`src/gauge_regs_consts.vh`:
```
// Constants for the coulomb counter register bank: offsets, fields, resets and timing.
`ifndef GAUGE_REGS_CONSTS_VH
`define GAUGE_REGS_CONSTS_VH

// Highest decoded address and the aliasing geometry above it.
`define ADDR_TOP             16'h011F
`define ADDR_ALIAS_START     16'h0120
`define ADDR_MEM_FLOOR       8'h20

// Register offsets.
`define OFF_RESERVED         16'h0100
`define OFF_FLASH_PAGE_LOCK  16'h0101
`define OFF_TEMPERATURE_LOW  16'h0102
`define OFF_TEMPERATURE_HIGH 16'h0103
`define OFF_CLEAR_CONTROL    16'h0104
`define OFF_SLEEP_WAKE_MODE  16'h0105
`define OFF_CHARGE_TIME_LOW  16'h0106
`define OFF_CHARGE_TIME_HIGH 16'h0107
`define OFF_DISCH_TIME_LOW   16'h0108
`define OFF_DISCH_TIME_HIGH  16'h0109
`define OFF_SELF_DISCH_LOW   16'h010A
`define OFF_SELF_DISCH_HIGH  16'h010B
`define OFF_CHARGE_CNT_LOW   16'h010C
`define OFF_CHARGE_CNT_HIGH  16'h010D
`define OFF_DISCH_CNT_LOW    16'h010E
`define OFF_DISCH_CNT_HIGH   16'h010F

// Clear control field positions.
`define CLR_DISCH_CNT_BIT    0
`define CLR_CHARGE_CNT_BIT   1
`define CLR_SELF_DISCH_BIT   2
`define CLR_DISCH_TIME_BIT   3
`define CLR_CHARGE_TIME_BIT  4
`define CLR_STATUS_OUT_BIT   5
`define CLR_POWER_ON_BIT     6

// Sleep and wake mode field positions.
`define MODE_WAKE_THR_LSB    1
`define MODE_DISCH_RO_BIT    4
`define MODE_CHARGE_RO_BIT   5
`define MODE_SLEEP_EN_BIT    6

// Reset values.
`define RST_WAKE_THR         3'h7
`define RST_PAGE_LOCK        7'h7F
`define RST_COUNT            16'h0000

// Timing: base tick of 0.8789 s, 4096 ticks to the hour, 4 s update window.
`define CLK_PERIOD_NS        50
`define TICK_PERIOD_NS       878900000
`define TICK_CYCLES          (`TICK_PERIOD_NS / `CLK_PERIOD_NS)
// Four seconds in nanoseconds, sized unsigned since it passes the signed 32-bit range.
`define WAKE_WINDOW_NS       32'hEE6B2800
`define WAKE_WINDOW_CYCLES   (`WAKE_WINDOW_NS / `CLK_PERIOD_NS)
`define TICKS_PER_HOUR       13'h1000
`define SLOW_TICK_MASK       8'hFF

// Die temperature steps in quarter kelvin: 0, 10, 20, 30, 40, 50 and 60 degrees C.
`define TEMP_0C              16'h0444
`define TEMP_10C             16'h046C
`define TEMP_20C             16'h0494
`define TEMP_30C             16'h04BC
`define TEMP_40C             16'h04E4
`define TEMP_50C             16'h050C
`define TEMP_60C             16'h0534

`endif

```
`src/coulomb_counter_registers.v`:
```
// Register bank of the battery charge monitor: counters, clear control, sleep and wake.
`include "gauge_regs_consts.vh"
`default_nettype none

module coulomb_counter_registers #(
  parameter TICK_CYCLES        = `TICK_CYCLES,
  parameter WAKE_WINDOW_CYCLES = `WAKE_WINDOW_CYCLES
) (
  // Clock and synchronous active-low reset.
  input  wire        clk,
  input  wire        resetn,
  // Register port from the serial engine; strobes are one-cycle pulses.
  input  wire [15:0] reg_addr,
  input  wire        reg_wr,
  input  wire [7:0]  reg_wdata,
  input  wire        reg_rd,
  output reg  [7:0]  reg_rdata,
  // Folded address towards the flash and RAM array, which answers itself.
  output wire        mem_select,
  output wire [7:0]  mem_addr,
  // Sense front end: direction levels, converter steps and magnitude.
  input  wire        sense_charging,
  input  wire        sense_discharging,
  input  wire        vfc_step,
  input  wire [2:0]  sense_level,
  input  wire [15:0] die_temperature,
  // Supply monitor and the serial line, both taken as synchronous.
  input  wire        supply_low,
  input  wire        single_wire_line,
  // Open drain status pin and the power state of the device.
  output wire        stat_pin_o,
  output wire        stat_pin_oe_n,
  output wire        asleep,
  output wire        active
);

  // Stored state.
  reg [15:0] charge_cnt_q;     // Charge count pair.
  reg [15:0] disch_cnt_q;      // Discharge count pair.
  reg [15:0] self_cnt_q;       // Self-discharge count pair.
  reg [15:0] ctime_q;          // Charge time counter pair.
  reg [15:0] dtime_q;          // Discharge time counter pair.
  reg        ctime_ro_q;       // Charge time rollover flag.
  reg        dtime_ro_q;       // Discharge time rollover flag.
  reg        ctime_slow_q;     // Charge time runs at the slow rate.
  reg        dtime_slow_q;     // Discharge time runs at the slow rate.
  reg [4:0]  clr_q;            // Pending clear requests, one per pair.
  reg        por_q;            // Power-on indicator.
  reg        stat_q;           // Status output bit; one releases the pin.
  reg        sleep_en_q;       // Sleep enable bit.
  reg [2:0]  wake_thr_q;       // Wake threshold field.
  reg [6:0]  lock_q;           // Flash page lock bits.
  reg [31:0] tick_div_q;       // Divider from the clock to the base tick.
  reg [11:0] tick_cnt_q;       // Base ticks within the hour.
  reg [6:0]  sd_acc_q;         // Fractional self-discharge accumulator.
  reg [12:0] idle_q;           // Base ticks since the last line edge.
  reg        asleep_q;         // Device is in sleep.
  reg [31:0] upd_q;            // Cycles left in the hourly update window.
  reg        line_q;           // Previous level of the serial line.

  // Address folding: above the top, only the low byte selects a location.
  wire        aliased  = (reg_addr > `ADDR_TOP);
  wire        low_page = (reg_addr[7:0] < `ADDR_MEM_FLOOR);
  wire [15:0] eff_addr = aliased ? {7'h00, low_page, reg_addr[7:0]} : reg_addr;

  // The flash and RAM array lives outside; tell it when it is addressed.
  assign mem_select = (eff_addr[15:8] == 8'h00);
  assign mem_addr   = eff_addr[7:0];

  // Register write strobes after folding, so an aliased write lands here too.
  wire wr_clr  = reg_wr && (eff_addr == `OFF_CLEAR_CONTROL);
  wire wr_mode = reg_wr && (eff_addr == `OFF_SLEEP_WAKE_MODE);
  wire wr_lock = reg_wr && (eff_addr == `OFF_FLASH_PAGE_LOCK);

  // Base tick, once per 0.8789 s, and the derived slower ticks.
  wire tick      = (tick_div_q == TICK_CYCLES - 1);
  wire slow_tick = tick && (tick_cnt_q[7:0] == `SLOW_TICK_MASK);
  wire hour_tick = tick && (tick_cnt_q == 12'hFFF);

  // The analog front end sleeps with the device.
  wire charging    = sense_charging && !asleep_q;
  wire discharging = sense_discharging && !asleep_q;

  // Line edge of either direction; the line is taken as synchronous.
  wire line_edge = single_wire_line ^ line_q;

  // Current below the wake threshold, or threshold zero meaning always.
  wire below_thr = (wake_thr_q == 3'h0) || (sense_level < wake_thr_q);

  // Time counter steps, fast or slow according to their rate state.
  wire ctime_inc  = charging && (ctime_slow_q ? slow_tick : tick);
  wire dtime_inc  = discharging && (dtime_slow_q ? slow_tick : tick);
  wire ctime_wrap = ctime_inc && (ctime_q == 16'hFFFF);
  wire dtime_wrap = dtime_inc && (dtime_q == 16'hFFFF);

  // Self-discharge weight per sixteenth hour, 128 units making one count.
  reg [7:0] sd_weight;
  always @* begin
    if (die_temperature < `TEMP_0C) begin
      sd_weight = 8'h01;
    end else if (die_temperature < `TEMP_10C) begin
      sd_weight = 8'h02;
    end else if (die_temperature < `TEMP_20C) begin
      sd_weight = 8'h04;
    end else if (die_temperature < `TEMP_30C) begin
      sd_weight = 8'h08;
    end else if (die_temperature < `TEMP_40C) begin
      sd_weight = 8'h10;
    end else if (die_temperature < `TEMP_50C) begin
      sd_weight = 8'h20;
    end else if (die_temperature < `TEMP_60C) begin
      sd_weight = 8'h40;
    end else begin
      sd_weight = 8'h80;
    end
  end

  // Accumulator sum; its top bit is a whole self-discharge count.
  wire [7:0] sd_sum  = {1'b0, sd_acc_q} + sd_weight;
  wire       sd_step = slow_tick && sd_sum[7];

  // Timebase keeps running in sleep, since self-discharge needs it.
  // The divider is 32 bits wide so the full 0.8789 s divide fits; a shorter
  // count can be given through the parameter to keep simulations brief.
  always @(posedge clk) begin
    if (!resetn) begin
      tick_div_q <= 32'h00000000;
      tick_cnt_q <= 12'h000;
      sd_acc_q   <= 7'h00;
    end else begin
      tick_div_q <= tick ? 32'h00000000 : tick_div_q + 32'h00000001;
      if (tick) begin
        tick_cnt_q <= tick_cnt_q + 12'h001;
      end
      if (slow_tick) begin
        sd_acc_q <= sd_sum[6:0];
      end
    end
  end

  // Clear requests: a written one is held for one cycle, then done by hardware.
  // A new write in the cycle the old request retires still takes effect.
  // Holding the request only one cycle saves the host a second write, and
  // a read in that cycle is the only way to see a pending bit.
  always @(posedge clk) begin
    if (!resetn) begin
      clr_q <= 5'h00;
    end else if (wr_clr) begin
      clr_q <= reg_wdata[4:0];
    end else begin
      clr_q <= 5'h00;
    end
  end

  // Coulomb count pairs; a pending clear beats a step in the same cycle.
  // A step lost to a clear is one count of 3.05 uVh, far below what the
  // host can resolve, so no step is carried over.
  always @(posedge clk) begin
    if (!resetn) begin
      charge_cnt_q <= `RST_COUNT;
      disch_cnt_q  <= `RST_COUNT;
      self_cnt_q   <= `RST_COUNT;
    end else begin
      if (clr_q[`CLR_CHARGE_CNT_BIT]) begin
        charge_cnt_q <= 16'h0000;
      end else if (charging && vfc_step) begin
        charge_cnt_q <= charge_cnt_q + 16'h0001;
      end
      if (clr_q[`CLR_DISCH_CNT_BIT]) begin
        disch_cnt_q <= 16'h0000;
      end else if (discharging && vfc_step) begin
        disch_cnt_q <= disch_cnt_q + 16'h0001;
      end
      if (clr_q[`CLR_SELF_DISCH_BIT]) begin
        self_cnt_q <= 16'h0000;
      end else if (sd_step) begin
        self_cnt_q <= self_cnt_q + 16'h0001;
      end
    end
  end

  // Time counters with rollover flags; the flag toggles on each wrap,
  // while the slow rate stays until the host clears the pair.
  // A wrap in the cycle of a clear is dropped with the count, since a flag
  // would otherwise describe a pair that has just been zeroed.
  always @(posedge clk) begin
    if (!resetn) begin
      ctime_q      <= `RST_COUNT;
      dtime_q      <= `RST_COUNT;
      ctime_ro_q   <= 1'b0;
      dtime_ro_q   <= 1'b0;
      ctime_slow_q <= 1'b0;
      dtime_slow_q <= 1'b0;
    end else begin
      if (clr_q[`CLR_CHARGE_TIME_BIT]) begin
        ctime_q      <= 16'h0000;
        ctime_ro_q   <= 1'b0;
        ctime_slow_q <= 1'b0;
      end else if (ctime_inc) begin
        ctime_q <= ctime_q + 16'h0001;
        if (ctime_wrap) begin
          ctime_ro_q   <= !ctime_ro_q;
          ctime_slow_q <= 1'b1;
        end
      end
      if (clr_q[`CLR_DISCH_TIME_BIT]) begin
        dtime_q      <= 16'h0000;
        dtime_ro_q   <= 1'b0;
        dtime_slow_q <= 1'b0;
      end else if (dtime_inc) begin
        dtime_q <= dtime_q + 16'h0001;
        if (dtime_wrap) begin
          dtime_ro_q   <= !dtime_ro_q;
          dtime_slow_q <= 1'b1;
        end
      end
    end
  end

  // Power-on and status bits. Low supply sets the indicator and wins over
  // a host clear in the same cycle; writing one to it does nothing.
  always @(posedge clk) begin
    if (!resetn) begin
      por_q  <= 1'b1;
      stat_q <= 1'b1;
    end else begin
      if (supply_low) begin
        por_q <= 1'b1;
      end else if (wr_clr && !reg_wdata[`CLR_POWER_ON_BIT]) begin
        por_q <= 1'b0;
      end
      if (wr_clr) begin
        stat_q <= reg_wdata[`CLR_STATUS_OUT_BIT];
      end
    end
  end

  // Open drain status pin: pull low while the bit is zero, else release.
  assign stat_pin_o    = 1'b0;
  assign stat_pin_oe_n = stat_q;

  // Mode fields and page locks. Page lock bits behave like flash:
  // a write can only drop a bit, never raise it again.
  always @(posedge clk) begin
    if (!resetn) begin
      wake_thr_q <= `RST_WAKE_THR;
      lock_q     <= `RST_PAGE_LOCK;
    end else begin
      if (wr_mode) begin
        wake_thr_q <= reg_wdata[`MODE_WAKE_THR_LSB +: 3];
      end
      if (wr_lock) begin
        lock_q <= lock_q & reg_wdata[6:0];
      end
    end
  end

  // Sleep controller: idle timer, entry, wake on line edge, hourly window.
  // The idle timer saturates at an hour instead of wrapping, so a long quiet
  // spell can never look like fresh activity. The sleep enable bit ignores mode
  // writes while asleep, though the wake threshold field still takes them:
  // the host must wake the device with a line edge before it talks.
  always @(posedge clk) begin
    if (!resetn) begin
      line_q     <= 1'b1;
      idle_q     <= 13'h0000;
      asleep_q   <= 1'b0;
      sleep_en_q <= 1'b1;
      upd_q      <= 32'h00000000;
    end else begin
      line_q <= single_wire_line;
      if (line_edge) begin
        idle_q <= 13'h0000;
      end else if (tick && (idle_q != `TICKS_PER_HOUR)) begin
        idle_q <= idle_q + 13'h0001;
      end
      if (asleep_q) begin
        if (line_edge) begin
          asleep_q   <= 1'b0;
          sleep_en_q <= 1'b1;
          upd_q      <= 32'h00000000;
        end else if (hour_tick) begin
          upd_q <= WAKE_WINDOW_CYCLES;
        end else if (upd_q != 32'h00000000) begin
          upd_q <= upd_q - 32'h00000001;
        end
      end else begin
        if (wr_mode) begin
          sleep_en_q <= reg_wdata[`MODE_SLEEP_EN_BIT];
        end
        if (!line_edge && (idle_q == `TICKS_PER_HOUR) && sleep_en_q && below_thr) begin
          asleep_q <= 1'b1;
        end
      end
    end
  end

  // Active tells the analog side when to be powered: always when awake, and
  // for the short update window while asleep.
  assign asleep = asleep_q;
  assign active = !asleep_q || (upd_q != 32'h00000000);

  // Read data, registered one cycle after the strobe. Reserved bits and
  // array addresses read zero here; the array answers on its own path.
  // Reading has no side effects, so the host may read the two bytes of a
  // pair in either order; a carry between the reads is not guarded.
  always @(posedge clk) begin
    if (!resetn) begin
      reg_rdata <= 8'h00;
    end else if (reg_rd) begin
      if (eff_addr == `OFF_FLASH_PAGE_LOCK) begin
        reg_rdata <= {1'b0, lock_q};
      end else if (eff_addr == `OFF_TEMPERATURE_LOW) begin
        reg_rdata <= die_temperature[7:0];
      end else if (eff_addr == `OFF_TEMPERATURE_HIGH) begin
        reg_rdata <= die_temperature[15:8];
      end else if (eff_addr == `OFF_CLEAR_CONTROL) begin
        reg_rdata <= {1'b0, por_q, stat_q, clr_q};
      end else if (eff_addr == `OFF_SLEEP_WAKE_MODE) begin
        reg_rdata <= {1'b0, sleep_en_q, ctime_ro_q, dtime_ro_q, wake_thr_q, 1'b0};
      end else if (eff_addr == `OFF_CHARGE_TIME_LOW) begin
        reg_rdata <= ctime_q[7:0];
      end else if (eff_addr == `OFF_CHARGE_TIME_HIGH) begin
        reg_rdata <= ctime_q[15:8];
      end else if (eff_addr == `OFF_DISCH_TIME_LOW) begin
        reg_rdata <= dtime_q[7:0];
      end else if (eff_addr == `OFF_DISCH_TIME_HIGH) begin
        reg_rdata <= dtime_q[15:8];
      end else if (eff_addr == `OFF_SELF_DISCH_LOW) begin
        reg_rdata <= self_cnt_q[7:0];
      end else if (eff_addr == `OFF_SELF_DISCH_HIGH) begin
        reg_rdata <= self_cnt_q[15:8];
      end else if (eff_addr == `OFF_CHARGE_CNT_LOW) begin
        reg_rdata <= charge_cnt_q[7:0];
      end else if (eff_addr == `OFF_CHARGE_CNT_HIGH) begin
        reg_rdata <= charge_cnt_q[15:8];
      end else if (eff_addr == `OFF_DISCH_CNT_LOW) begin
        reg_rdata <= disch_cnt_q[7:0];
      end else if (eff_addr == `OFF_DISCH_CNT_HIGH) begin
        reg_rdata <= disch_cnt_q[15:8];
      end else begin
        reg_rdata <= 8'h00;
      end
    end
  end

endmodule

`default_nettype wire

```
`config.mk`:
```
export PLATFORM = sky130hd
export DESIGN_NAME = coulomb_counter_registers
export DESIGN_NICKNAME = d
export VERILOG_FILES = /design/src/coulomb_counter_registers.v
export VERILOG_INCLUDE_DIRS = /design/src /design/src/src
export SDC_FILE = /design/constraint.sdc
export NUM_CORES = 1
export LEC_CHECK = 0
export BUFFER_PORTS_ARGS = -buffer_cell sky130_fd_sc_hd__buf_2
export CAP_MARGIN = 20
export CORE_MARGIN = 2
export CORE_UTILIZATION = 30
export CTS_BUF_LIST = sky130_fd_sc_hd__clkbuf_8
export CTS_CLUSTER_DIAMETER = 100
export DETAILED_ROUTE_END_ITERATION = 8
export PLACE_DENSITY_LB_ADDON = 0.2
export SKIP_CTS_REPAIR_TIMING = 1
export SYNTH_ARGS = -nofsm -noshare
export SYNTH_HDL_FRONTEND = slang
export SYNTH_SLANG_ARGS = --single-unit
```
`constraint.sdc`:
```
create_clock -name clk -period 3.2 [get_ports clk]
set_clock_uncertainty 0.05 [all_clocks]
set_input_delay 0.32 -clock clk [delete_from_list [all_inputs] [get_ports clk]]
set_output_delay 0.32 -clock clk [all_outputs]
set_load 0.05 [all_outputs]
```
==> summary.md <==
| Metric | Value |
|---|---|
| Synthesized cell area | roughly 0.011 mm2 |
| GRT overflow | 0 |
| Buffers added on ports | 70 |
| Setup slack after layout | ~0.22 ns |
| Vias in the first global route | 9732 |
| Clock root buffer | clkbuf_8 |
| Reg2reg end | upd_q[20] |
| Worst slew pin tran | around 0.77 ns |
| WL per Instance | roughly 17 um |
| Via/cell ratio | 5.26 |
| Syn avg cell area | slightly above 8 um2 |
| Reg2Reg Depth | 7 |
| TritonRoute pass-1 iters | 7 |
| Initial antenna violation count | 2 |
| Die area | 0.0389 mm2 |
| # rows | 70 |
| R2R Path Start | tick_div_q[18] |
| Final net count | ~1500 |
| Register bit count reported by yosys | between 200 and 250 |
| CTS tree | yes |
| Crit Path Max Fanout | 7 |
| Initial core utilization | a little under a third |
| Number of synthesized flops with an enable pin | 0 |
| R2r setup slk | roughly 0.38 ns |
| Pleak | 5.16 nW |
| # H-tree levels | 2 |
| Fin crit period | 2.98 ns |
| Worst skew pair latency | ~0.6 ns |
| Pin count of the biggest net entering global routing | 39 |
| Num ports | 73 |
| Worst hold path type | input pin to flip-flop |
| Max cap viols | 0 |
| Worst hold path cell count | 3 |
| Dominant cells by area after synthesis | dfxtp_1 37%, xor2_1 5.3%, nor2_1 5.0% |
| # DRC | 0 |
| Setup crit end kind | output port |
| Uppermost layer routed | met4 |
| Clk slew on worst S/H paths | 0.06 ns |
| Count leader, synth | dfxtp_1 |
| Top_reg_cell synth | dfxtp_1 |
| DP Cell Count | 1889 |
| Synth top cells by count | 208 x dfxtp_1, 148 x nor2_1, 105 x nand2_1, 71 x a21oi_1, 69 x nand3_1 |
| WL met2 | between 10000 and 15000 um |
| Critical Path RT | roughly 2.8 ns |
| Total power | 5.53 mW |
| Fillers | 3880 |
| Worst relative slew slack | 48.7% |
| Post-Syn Nets | between 1000 and 1500 |
| Post-Route M1 WL | 16100 um |
| Non-Filler Instances | ~2000 |
| GR Util All Layers | between 15 and 20% |
| RSZ-0062 raised after global routing | no |
| Routability cong. | 0.859 |
| Netlist cell types | between 70 and 80 |
| Final WL | roughly 33000 um |
| Die Wd | roughly 200 um |
| Die Height | between 150 and 200 um |
| Worst Min Path Start | die_temperature[0] |
| Core area | 0.0367 mm2 |
| Area growth from synthesis to layout | 18.8% |
| Bufs on Longest Clock Path | 3 |
| Final Cell Area | about 0.013 mm2 |
| Area after DPL | 0.0124 mm2 |
| HPWL after DPL | 24500 um |
| Worst path max stage delay | between 0.6 and 0.7 ns |
| Final setup viols | 0 |
| Cell taking the most area after synthesis | dfxtp_1 |
| Sequential-to-total area share from yosys stat | a little under two fifths |
| First-pass GRT wire length | between 50000 and 60000 um |
| Top-area cell type share of the netlist area | between 30% and 40% |
| Max-slew violation count | 0 |
| Pre-CTS setup slack | -0.316 ns |
| Share of layout cells above drive strength 1 | between 10% and 20% |
| Crit path max-delay cell type | or4_1 |
| CP Launch Type | flip-flop |
| Synthesized instance count | approximately 1400 |
| Max Clk Rate | between 0.3 and 0.4 GHz |
| Critical path type | flip-flop to output port |
| CTS sink cnt | 208 |
| Synth warn | 0 |
| Peak supply drop | about 190 uV |
| Final ANT Viol Nets | 0 |
| Pwr dens | around 420 mW/mm2 |
| Drt initial violations | 794 |
| Fin crit share | between 90% and 100% |
| Final Hold Vio Count | 0 |
| Met3 Routed Length | 1900 um |
| Total CTS buffers | 40 |
| Routed vias | between 10000 and 15000 |
| Async SR Flop Fraction | 0% |
| Status | finished clean |
| Crit path DAT | 2.61 ns |
| CP Cell Sequence | or4_1 > nand2b_1 > nor4_2 > nand3_1 > buf_2 |
| End of the worst hold path | reg_rdata[0] |
[sequential cells by signal, summed over array words and instances, names as in the netlist, 3 cells and up]
register,cells
charge_cnt_q,16
clr_q,5
ctime_q,16
disch_cnt_q,16
dtime_q,16
idle_q,13
lock_q,7
reg_rdata,8
sd_acc_q,7
self_cnt_q,16
tick_cnt_q,12
tick_div_q,32
upd_q,32
wake_thr_q,3
[placed cells by master, fill, tap and decap left out, types with 8 or more instances in the layout]
master         synthesis  final
buf_4                 12     70
and2_1                15     15
inv_1                 38     56
nand4_1               31     31
a221oi_1              11     11
a31oi_1                8      8
nor3_1                28     26
and3_1                49     49
xor2_1                68     68
nand2b_1              16     16
nor2b_1               13     13
or4_1                 23     22
and4_1                19     19
dfxtp_1              208    208
nor2_1               148    148
dlygate4sd3_1          0      9
clkbuf_8               0     47
o22ai_1               10     10
o21ai_0               49     48
a211oi_1              13     13
o31ai_1               23     23
mux2i_1               20     20
buf_2                  3     70
nand2_1              105    105
nor4_1                23     22
nand3_1               69     69
a21oi_1               71     70
ha_1                  19     19
or3_1                 28     28
xnor2_1               47     46
[metrics by stage]
stage / TNS (ns) / hold slack [ns] / util (%)
after global placement: -3.60 / 0.388 / 33.8
after floorplan: 0 / 0.369 / -
after global routing: 0 / 0.124 / 36.2
after CTS: 0 / -0.144 / 35.9
final: 0 / 0.118 / 36.3
after detailed placement: -4.58 / 0.395 / 33.8
[final cells by class]
| class | instances | area [um2] | area share, % |
|---|---|---|---|
| repair buffers | 152 | 1030 | 7.71 |
| diodes | 2 | 5.00 | 0.0376 |
| well taps | 468 | 586 | 4.40 |
| inverters | 38 | 143 | 1.07 |
| clock buffers | 47 | 647 | 4.86 |
| flip-flops and latches | 208 | 4160 | 31.3 |
| clock inverters | 25 | 133 | 0.997 |
| multi-input cells | 1034 | 6600 | 49.6 |
[cell families (layout without fill, tap and decap cells)]
group	count (synthesis)	count (layout)	share of synthesized area, %
AND/OR/NAND/NOR	604	604	28.6
AO/OA/AOI/OAI	268	268	16.2
flip-flops	208	208	37.2
buffers and inverters	116	262	4.32
XOR/XNOR	115	115	8.99
multiplexers	26	26	2.39
adder cells (fa/ha/maj)	20	20	2.30
other	1	3	0.0335
[metal layers]
layer / global-route usage (%) / up-vias
li1: - / 5182
met1: 24.0 / 4895
met2: 26.1 / 259
met3: 3.45 / 57
met4: 6.52 / 0
met5: 0 / -
[worst max-delay path: cells and delay by family (launching register included)]
kind,cells,cell delay (ns)
buffers and inverters,1,0.23
DFF,1,0.35
and+or+nand+nor,4,1.46
[how the worst max path moves through the flow]
stage	slack, ns	to	from
after floorplan	0.04	self_cnt_q[11]	die_temperature[6]
after CTS	0.03	active	upd_q[0]
after global placement	-0.25	self_cnt_q[13]	die_temperature[15]
after global routing	0.07	active	upd_q[16]
after detailed placement	-0.32	self_cnt_q[14]	die_temperature[15]
final	0.22	active	upd_q[16]
[where the power goes]
group	switching, mW	total, mW	internal, mW	leakage, nW
Clock	1.18	2.59	1.41	0.464
Sequential	0.00917	2.61	2.60	1.68
Combinational	0.219	0.332	0.113	3.02
Power figures use the tool's default switching activity.
